**config.mk**
```make
export PLATFORM = sky130hd
export DESIGN_NAME = dac_loader_host
export DESIGN_NICKNAME = d
export VERILOG_FILES = /design/src/core/dac_loader_pkg.sv /design/src/core/gain_map.sv /design/src/core/dac_loader_host.sv
export SDC_FILE = /design/constraint.sdc
export NUM_CORES = 1
export LEC_CHECK = 0
export BUFFER_PORTS_ARGS = -buffer_cell sky130_fd_sc_hd__buf_4
export CORE_ASPECT_RATIO = 0.7
export CORE_UTILIZATION = 41
export CTS_CLUSTER_DIAMETER = 80
export DETAILED_ROUTE_END_ITERATION = 6
export GPL_ROUTABILITY_DRIVEN = 0
export SLEW_MARGIN = 20
export SYNTH_ARGS = -nofsm -noshare
export SYNTH_HDL_FRONTEND = slang
export SYNTH_SLANG_ARGS = --single-unit
```
**constraint.sdc**
```tcl
create_clock -name pclk -period 5.5 [get_ports pclk]
set_input_delay 0.825 -clock pclk [delete_from_list [all_inputs] [get_ports pclk]]
set_output_delay 0.825 -clock pclk [all_outputs]
set_load 0.005 [all_outputs]
```
**src/core/dac_loader_pkg.sv**
```systemverilog
package dac_loader_pkg;
	// -----------------------------------------------------------------
	// register map of the controller (apb, one word each)
	// -----------------------------------------------------------------
	localparam logic [7:0] ctrl_offset   = 8'h00;
	localparam logic [7:0] code_offset   = 8'h04;
	localparam logic [7:0] status_offset = 8'h08;
	localparam logic [7:0] ramp_offset   = 8'h0C;
	localparam logic [7:0] readback_offset = 8'h10;
	localparam logic [7:0] gain_offset   = 8'h14;

	// ctrl field positions
	localparam int ctrl_go_bit     = 0;
	localparam int ctrl_serial_bit = 1;
	localparam int ctrl_short_bit  = 2;
	localparam int ctrl_ramp_bit   = 3;
	localparam int ctrl_zero_bit   = 4;
	localparam int ctrl_read_bit   = 5;
	localparam int ctrl_exp_bit    = 6;

	// reset values
	localparam logic [9:0]  code_reset = 10'h000;
	localparam logic [31:0] ctrl_reset = 32'h0000_0000;

	// code geometry
	localparam int code_width  = 10;
	localparam int low_width   = 8;
	localparam int high_width  = 2;
	localparam int short_width = 8;

	// strobe timing: each strobe phase lasts this long
	localparam int clk_period_ns  = 10;
	localparam int strobe_time_ns = 100;
	localparam int strobe_cycles  = (strobe_time_ns + clk_period_ns - 1) / clk_period_ns;

	// ramp: total change spread over at least this time
	localparam int ramp_time_ms     = 50;
	localparam int ramp_total_cycles = ramp_time_ms * 100_000;
	localparam int ramp_step_cycles  = ramp_total_cycles / 1024;

	typedef enum logic [3:0] {
		st_idle,
		st_wait_zero,
		st_setup,
		st_low_hi,
		st_low_lo,
		st_high_hi,
		st_high_lo,
		st_ser_hi,
		st_ser_lo,
		st_latch,
		st_done
	} load_state_t;
endpackage : dac_loader_pkg

```
**src/core/gain_map.sv**
```systemverilog
`timescale 1ns/1ps
// -----------------------------------------------------------------
// exponential map of a step index to a dac code
// -----------------------------------------------------------------
module gain_map (
	input  wire logic       pclk,     // clock
	input  wire logic       presetn,  // async reset, low
	input  wire logic       ce,       // clock enable
	input  wire logic [5:0] index,    // step index, 0 = loudest
	output logic      [9:0] code      // mapped code, registered
);
	logic [9:0] table_mem [0:63];

	// about 1 db per step, two significant digits are enough
	initial begin
		for (int i = 0; i < 64; i++) begin
			table_mem[i] = 10'(int'(1023.0 * (10.0 ** (-real'(i) / 20.0))));
		end
	end

	always_ff @(posedge pclk or negedge presetn) begin
		if (!presetn) begin
			code <= 10'h000;
		end else if (ce) begin
			code <= table_mem[index];
		end
	end
endmodule : gain_map

```
**src/core/dac_loader_host.sv**
```systemverilog
// Chosen here: the address map and the APB register port.
`timescale 1ns/1ps
// Functional notes
// - a full word goes as two byte transfers or one wide one; the host presents both segments.
// - gain changes under signal are ramped by a clock and preset counter over 50 ms or more.
// - as an alternative, code changes wait until the signal is near zero.
// - equal-db steps map a counter through a lookup table to an exponential code.
// - the host drives unused code lines low; the pins of the mode not in use still follow the word.
// - serial/parallel select low means parallel, high means serial.
// - rising segment strobes capture bus lines in parallel and shift one place in serial.
// - update control low holds the latches; high passes the input register through.
// - short-cycle low bypasses the two lsbs for 8 bits; high takes a full 10-bit word.
module dac_loader_host #(
	parameter int ramp_step_cycles = dac_loader_pkg::ramp_step_cycles  // cycles per ramp step
) (
	input  wire logic        pclk,                   // clock, 100 mhz
	input  wire logic        presetn,                // async reset, low
	input  wire logic        ce,                     // clock enable
	input  wire logic        psel,                   // apb select
	input  wire logic        penable,                // apb enable
	input  wire logic        pwrite,                 // apb direction
	input  wire logic [7:0]  paddr,                  // apb byte address
	input  wire logic [31:0] pwdata,                 // apb write data
	output logic      [31:0] prdata,                 // apb read data
	output logic             pready,                 // apb ready
	output logic             pslverr,                // apb error
	input  wire logic        signal_near_zero,       // audio zero-cross indication
	output logic      [9:0]  code_inputs,            // dac parallel code pins
	output logic             serial_parallel_select, // dac mode pin
	output logic             low_segment_strobe,     // dac low strobe
	output logic             high_segment_strobe,    // dac high strobe
	output logic             latch_update_control,   // dac load/display
	output logic             short_cycle_select,     // dac short cycle
	output logic             serial_shift_in,        // dac serial data
	input  wire logic        serial_recovery_out     // dac serial readback pin
);
	// -----------------------------------------------------------------
	// registers and bus slave
	// -----------------------------------------------------------------
	logic [31:0] ctrl;
	logic [9:0]  target;
	logic [5:0]  gain_index;
	logic [9:0]  ramp_code;
	logic [9:0]  readback;
	logic        busy;
	logic        go_req;
	logic [9:0]  mapped;
	dac_loader_pkg::load_state_t state;
	logic [9:0]  word;
	logic [3:0]  bit_cnt;
	logic [7:0]  phase_cnt;
	logic [31:0] step_cnt;
	logic [2:0]  rb_sync;
	logic        rb_bit;
	logic        wr_ok;

	assign pready  = 1'b1;
	assign pslverr = psel && penable && !(paddr == dac_loader_pkg::ctrl_offset ||
		paddr == dac_loader_pkg::code_offset || paddr == dac_loader_pkg::status_offset ||
		paddr == dac_loader_pkg::ramp_offset || paddr == dac_loader_pkg::readback_offset ||
		paddr == dac_loader_pkg::gain_offset);
	assign wr_ok = psel && penable && pwrite && ce;

	// read mux: zero for unmapped addresses
	always_comb begin
		unique case (paddr)
			dac_loader_pkg::ctrl_offset:     prdata = {ctrl[31:1], 1'b0};
			dac_loader_pkg::code_offset:     prdata = {22'h00_0000, target};
			dac_loader_pkg::status_offset:   prdata = {31'h0000_0000, busy};
			dac_loader_pkg::ramp_offset:     prdata = {22'h00_0000, ramp_code};
			dac_loader_pkg::readback_offset: prdata = {22'h00_0000, readback};
			dac_loader_pkg::gain_offset:     prdata = {26'h000_0000, gain_index};
			default:                         prdata = 32'h0000_0000;
		endcase
	end

	// control register; go is a level request that stays set until written low
	always_ff @(posedge pclk or negedge presetn) begin
		if (!presetn) begin
			ctrl       <= dac_loader_pkg::ctrl_reset;
			target     <= dac_loader_pkg::code_reset;
			gain_index <= 6'h00;
		end else if (ce) begin
			if (wr_ok && paddr == dac_loader_pkg::ctrl_offset) begin
				ctrl <= pwdata;
			end
			if (wr_ok && paddr == dac_loader_pkg::code_offset) begin
				target <= pwdata[9:0];
			end
			if (wr_ok && paddr == dac_loader_pkg::gain_offset) begin
				gain_index <= pwdata[5:0];
			end
		end
	end
	assign go_req = ctrl[dac_loader_pkg::ctrl_go_bit];

	gain_map u_map (
		.pclk    (pclk),
		.presetn (presetn),
		.ce      (ce),
		.index   (gain_index),
		.code    (mapped)
	);

	// -----------------------------------------------------------------
	// readback pin synchroniser: three flops, change when 2 and 3 agree
	// -----------------------------------------------------------------
	always_ff @(posedge pclk or negedge presetn) begin
		if (!presetn) begin
			rb_sync <= 3'b000;
			rb_bit  <= 1'b0;
		end else if (ce) begin
			rb_sync <= {rb_sync[1:0], serial_recovery_out};
			if (rb_sync[1] == rb_sync[2]) begin
				rb_bit <= rb_sync[2];
			end
		end
	end

	// -----------------------------------------------------------------
	// load sequencer
	// -----------------------------------------------------------------
	// ramp steps one lsb at a time toward the goal; the dac starts at zero
	logic [9:0] goal;
	assign goal = ctrl[dac_loader_pkg::ctrl_exp_bit] ? mapped : target;

	always_ff @(posedge pclk or negedge presetn) begin
		if (!presetn) begin
			state      <= dac_loader_pkg::st_idle;
			word       <= 10'h000;
			bit_cnt    <= 4'h0;
			phase_cnt  <= 8'h00;
			step_cnt   <= 32'h0000_0000;
			ramp_code  <= dac_loader_pkg::code_reset;
			readback   <= 10'h000;
			busy       <= 1'b0;
		end else if (ce) begin
			unique case (state)
				dac_loader_pkg::st_idle: begin
					busy <= 1'b0;
					if (ctrl[dac_loader_pkg::ctrl_ramp_bit] && ramp_code != goal) begin
						if (step_cnt >= 32'(ramp_step_cycles - 1)) begin
							step_cnt <= 32'h0000_0000;
							word     <= (ramp_code < goal) ? ramp_code + 10'h001 : ramp_code - 10'h001;
							busy     <= 1'b1;
							state    <= dac_loader_pkg::st_wait_zero;
						end else begin
							step_cnt <= step_cnt + 32'h0000_0001;
						end
					end else if (go_req && !ctrl[dac_loader_pkg::ctrl_ramp_bit]) begin
						word  <= goal;
						busy  <= 1'b1;
						state <= dac_loader_pkg::st_wait_zero;
					end
				end
				// hold off the change until the audio is near zero
				dac_loader_pkg::st_wait_zero: begin
					if (!ctrl[dac_loader_pkg::ctrl_zero_bit] || signal_near_zero) begin
						phase_cnt <= 8'h00;
						bit_cnt   <= 4'h0;
						state     <= dac_loader_pkg::st_setup;
					end
				end
				// mode pins settle before the first strobe edge
				dac_loader_pkg::st_setup: begin
					phase_cnt <= phase_cnt + 8'h01;
					if (phase_cnt == 8'(dac_loader_pkg::strobe_cycles - 1)) begin
						phase_cnt <= 8'h00;
						state <= ctrl[dac_loader_pkg::ctrl_serial_bit] ? dac_loader_pkg::st_ser_lo
							: dac_loader_pkg::st_low_hi;
					end
				end
				// low segment, then high segment, both before the latch
				dac_loader_pkg::st_low_hi, dac_loader_pkg::st_low_lo,
				dac_loader_pkg::st_high_hi, dac_loader_pkg::st_high_lo: begin
					phase_cnt <= phase_cnt + 8'h01;
					if (phase_cnt == 8'(dac_loader_pkg::strobe_cycles - 1)) begin
						phase_cnt <= 8'h00;
						unique case (state)
							dac_loader_pkg::st_low_hi:  state <= dac_loader_pkg::st_low_lo;
							dac_loader_pkg::st_low_lo:  state <= dac_loader_pkg::st_high_hi;
							dac_loader_pkg::st_high_hi: state <= dac_loader_pkg::st_high_lo;
							default:                    state <= dac_loader_pkg::st_latch;
						endcase
					end
				end
				// serial: msb first, data set while strobes are low
				dac_loader_pkg::st_ser_lo: begin
					phase_cnt <= phase_cnt + 8'h01;
					if (phase_cnt == 8'(dac_loader_pkg::strobe_cycles - 1)) begin
						phase_cnt <= 8'h00;
						if (bit_cnt == (ctrl[dac_loader_pkg::ctrl_short_bit] ? 4'd8 : 4'd10)) begin
							state <= dac_loader_pkg::st_latch;
						end else begin
							// sample before each shift, so in 10-bit mode the stored word comes back whole, msb first
							readback <= {readback[8:0], rb_bit};
							state    <= dac_loader_pkg::st_ser_hi;
						end
					end
				end
				dac_loader_pkg::st_ser_hi: begin
					phase_cnt <= phase_cnt + 8'h01;
					if (phase_cnt == 8'(dac_loader_pkg::strobe_cycles - 1)) begin
						phase_cnt <= 8'h00;
						bit_cnt   <= bit_cnt + 4'h1;
						state     <= dac_loader_pkg::st_ser_lo;
					end
				end
				// update pulse passes the input register into the latches
				dac_loader_pkg::st_latch: begin
					phase_cnt <= phase_cnt + 8'h01;
					if (phase_cnt == 8'(dac_loader_pkg::strobe_cycles - 1)) begin
						phase_cnt <= 8'h00;
						state     <= dac_loader_pkg::st_done;
					end
				end
				dac_loader_pkg::st_done: begin
					ramp_code <= word; // the dac now shows this code, ramp or not, save the two lsbs after a short-cycle load
					state     <= dac_loader_pkg::st_idle;
				end
				default: state <= dac_loader_pkg::st_idle;
			endcase
		end
	end

	// -----------------------------------------------------------------
	// pin drive, all from flops or state; every pin driven
	// -----------------------------------------------------------------
	logic [3:0] ser_index;
	assign ser_index = 4'd9 - bit_cnt;

	always_ff @(posedge pclk or negedge presetn) begin
		if (!presetn) begin
			code_inputs            <= 10'h000;
			serial_parallel_select <= 1'b0;
			low_segment_strobe     <= 1'b0;
			high_segment_strobe    <= 1'b0;
			latch_update_control   <= 1'b0;
			short_cycle_select     <= 1'b1;
			serial_shift_in        <= 1'b0;
		end else if (ce) begin
			serial_parallel_select <= ctrl[dac_loader_pkg::ctrl_serial_bit];
			short_cycle_select     <= !ctrl[dac_loader_pkg::ctrl_short_bit];
			// byte bus: low byte on bits 7:0, high pair on bits 1:0
			// the pair goes out a cycle after the low strobe falls, long before the high strobe
			// rises, so no segment sees its lines move at its own edge
			code_inputs <= (state == dac_loader_pkg::st_high_hi || state == dac_loader_pkg::st_high_lo ||
				(state == dac_loader_pkg::st_low_lo && phase_cnt != 8'h00))
				? {8'h00, word[9:8]} : {2'b00, word[7:0]};
			low_segment_strobe  <= (state == dac_loader_pkg::st_low_hi) || (state == dac_loader_pkg::st_ser_hi);
			high_segment_strobe <= (state == dac_loader_pkg::st_high_hi) || (state == dac_loader_pkg::st_ser_hi);
			latch_update_control <= (state == dac_loader_pkg::st_latch); // display otherwise
			serial_shift_in <= (bit_cnt < 4'd10) ? word[ser_index] : 1'b0;
		end
	end
endmodule : dac_loader_host

```
==> results.cfg <==
[outcome]
status = complete, no violations

[routing]
drcViolationCount = 0
drt_iter0_markers = 487
avgRoutedWirePerCell_um = 17.3
via_count = 6875
ant_nets = 0
viasPerCell = 5.51
first_pass_iters = 5
routed_wl_mm = 21.6

[cells_and_area]
fin_cells = 1248
mostFrequentLayoutCell = dfrtp_1
diodes = 0
fin_util_pct = 49.4
areaGrowthSynthToFinish_pct = 17.0
drive_gt1_share_pct = 22.5
final_nets = 1045
final_cell_mix = 153 x dfrtp_1, 97 x buf_4, 84 x nor2_1, 75 x mux2_2, 67 x a21oi_1

[place]
portBuffers = 94
placed_cells = 1219
dp_hpwl_mm = 15.4
place_ws_ns = 0.967

[synthesis]
syn_avg_cell_area_um2 = 9.88
synth-edff-count = 0
netlist_instances = 894
ys_async_sr_fraction_pct = 100
synth_cell_types = 67
seq_area_frac_synth_pct = 43.9
synth-seq-cells = 155
synth-main-ff-cell = dfrtp_1
post_synth_instance_area_um2 = 8830
synth_warnings = 0

[timing]
maxSlewHeadroom_pct = 30.7
finalMaxSlewViolations = 0
finalSetupViolCount = 0
max_freq_ghz = 0.215
fin_crit_sh_pct = 84.4
worst_slew_pin_slew_ns = 1.01
grt_setup_unrepaired = no
min_period_ns = 4.64
finalHoldViolCount = 0
setup_ws_ns = 0.856
finClkSkew_ns = 0.00687
setup_tns_ns = 0

[clocking]
numCtsBuffers = 17
cts-resized-gates = 0
cts_buffer_depth = 2
clk_pin_slew_ns = 0.06
cts_setup_buffers = 0
cts_tree = built
ctsHoldBuffers = 0
worstSkewPairLatency_ns = 0.42
clkSinkCount = 155
cts-root-buf = clkbuf_16
h-tree-depth = 4

[critical_path]
path_max_fanout = 12
start_kind = flip-flop
endpoint_kind = flip-flop
crit_family = compound AO/OA/AOI/OAI gates
crit_buf_inv = 1
slowest_delay_ns = 0.87
critPathArrivalTime_ns = 4.96
path_class = flip-flop to flip-flop
worst_path_max_delay_cell = a2111oi_0
cp.required_ns = 5.82
cp_cell_sequence = mux2i_1 > ha_1 > nand4_1 > a211oi_1 > a2111oi_0 > inv_1 > ha_1 > nor2b_1 > o21ai_0 > a21oi_1 > o41ai_1 > mux2i_1 > a31o_2

[floorplanning]
floorplan.die_area_um2 = 22100
die_w_um = 177
io_pins = 98
initial_utilization_pct = 42.2
coreArea_um2 = 20900
die_h_um = 125
rows = 44

[power]
p_leak_nw = 4.89
peakVddDrop_mv = 0.173
power.density_nw_per_um2 = 260

[global_route]
grt_max_degree = 84
grt_pass1_wl_mm = 35.8
track_usage_pct = 20.6
first_global_vias = 6490
overflow = 0
antenna_found_initial = 0

[min_path]
hold_path.class = primary input to asynchronous set/reset pin

[job]
maxCapViolCount = 0
==> worst reg2reg max path: cells and delay by family, from the launching register on <==
kind | cells | cell delay (ns)
compound gates | 6 | 1.89
flops | 1 | 0.74
fa+ha+maj | 2 | 0.73
mux | 2 | 0.46
buf+inv | 1 | 0.39
simple gates | 2 | 0.34
==> cells in the mapped netlist (all sizes together) (4+ instances only) <==
master / count / area share (%)
xnor2: 10 / 0.99
o211ai: 4 / 0.34
inv: 43 / 1.8
nor3: 20 / 1.2
o21ai: 46 / 2.6
a21boi: 4 / 0.34
a211oi: 7 / 0.59
ha: 34 / 4.8
mux2: 78 / 9.9
o21a: 7 / 0.59
o31ai: 7 / 0.65
a31oi: 8 / 0.57
and3: 9 / 0.64
nand2: 58 / 2.5
nand4: 11 / 0.78
nor4b: 4 / 0.40
a21o: 10 / 0.85
nor2: 84 / 3.6
o22ai: 16 / 1.1
xor2: 10 / 0.99
mux2i: 28 / 3.2
nand3: 12 / 0.68
nand2b: 10 / 0.71
mux4: 6 / 1.5
a22oi: 9 / 0.76
clkbuf: 38 / 1.6
and2: 32 / 2.3
dfrtp: 154 / 44
or4: 4 / 0.38
a21oi: 67 / 3.8
or3: 6 / 0.42
buf: 12 / 1.0
nor4: 9 / 0.98
==> area by class of cell <==
class,instances,area (µm²)
Clock buffer,23,488
Clock inverter,6,159
Fill cell,1972,10600
Inverter,43,161
Multi-Input combinational cell,647,4560
Sequential cell,155,3880
Tap cell,276,345
Timing Repair Buffer,98,739
==> metrics by stage <==
| step | instance area, µm² | hold slack (ns) | total power [mW] |
|---|---|---|---|
| after floorplan | 8840 | 0.444 | 1.32 |
| after global placement | 9690 | 0.455 | 1.41 |
| after detailed placement | 9690 | 0.456 | 1.41 |
| after CTS | 10300 | 0.469 | 2.72 |
| after global routing | 10300 | 0.498 | 2.79 |
| final | 10300 | 0.456 | 2.69 |
==> per-layer routing <==
layer	share of wire (%)	track usage [%]	routed length, µm
met1	53	32.6	11400
met2	40	26.7	8640
met3	6.1	5.71	1330
met4	1.2	5.88	253
met5	0	0	0
==> where the power goes <==
| group | internal, mW | leakage, nW | switching (mW) |
|---|---|---|---|
| logic | 0.0830 | 2.50 | 0.114 |
| registers | 1.17 | 2.08 | 0.0265 |
| clock network | 0.848 | 0.316 | 0.453 |
| total | 2.10 | 4.89 | 0.593 |
==> registers in the layout, indices dropped and copies added, names as in the netlist <==
signal                  flops
word                       10
readback                   10
gain_index                  6
target                     10
rb_sync                     3
code_inputs                 8
high_segment_strobe         1
ramp_code                  10
low_segment_strobe          1
step_cnt                   32
rb_bit                      1
u_map.code                 10
phase_cnt                   8
bit_cnt                     4
state                       4
busy                        1
serial_parallel_select      1
ctrl                       32
latch_update_control        1
short_cycle_select          1
serial_shift_in             1
==> cells by family after synthesis <==
group	share of synthesized area [%]
AND/OR/NAND/NOR	15.7
buffers and inverters	4.46
multiplexers	14.6
AO/OA/AOI/OAI	14.2
other	0.0850
flip-flops	43.9
adder cells (fa/ha/maj)	5.04
XOR/XNOR	1.98
==> path summary, 6_finish.rpt <==
| path | from | end | slack, ns | cells after the start |
|---|---|---|---|---|
| min reg2reg | short_cycle_select | short_cycle_select | 0.47 | 2 |
| min | presetn | u_map.code[4] | 0.46 | 1 |
| max reg2reg | ctrl[6] | word[8] | 0.86 | 13 |
| max in group asynchronous | presetn | step_cnt[22] | 4.04 | 2 |
| max | ctrl[6] | word[8] | 0.86 | 13 |
| min in group pclk | short_cycle_select | short_cycle_select | 0.47 | 2 |
(Power assumes the default switching activity.)
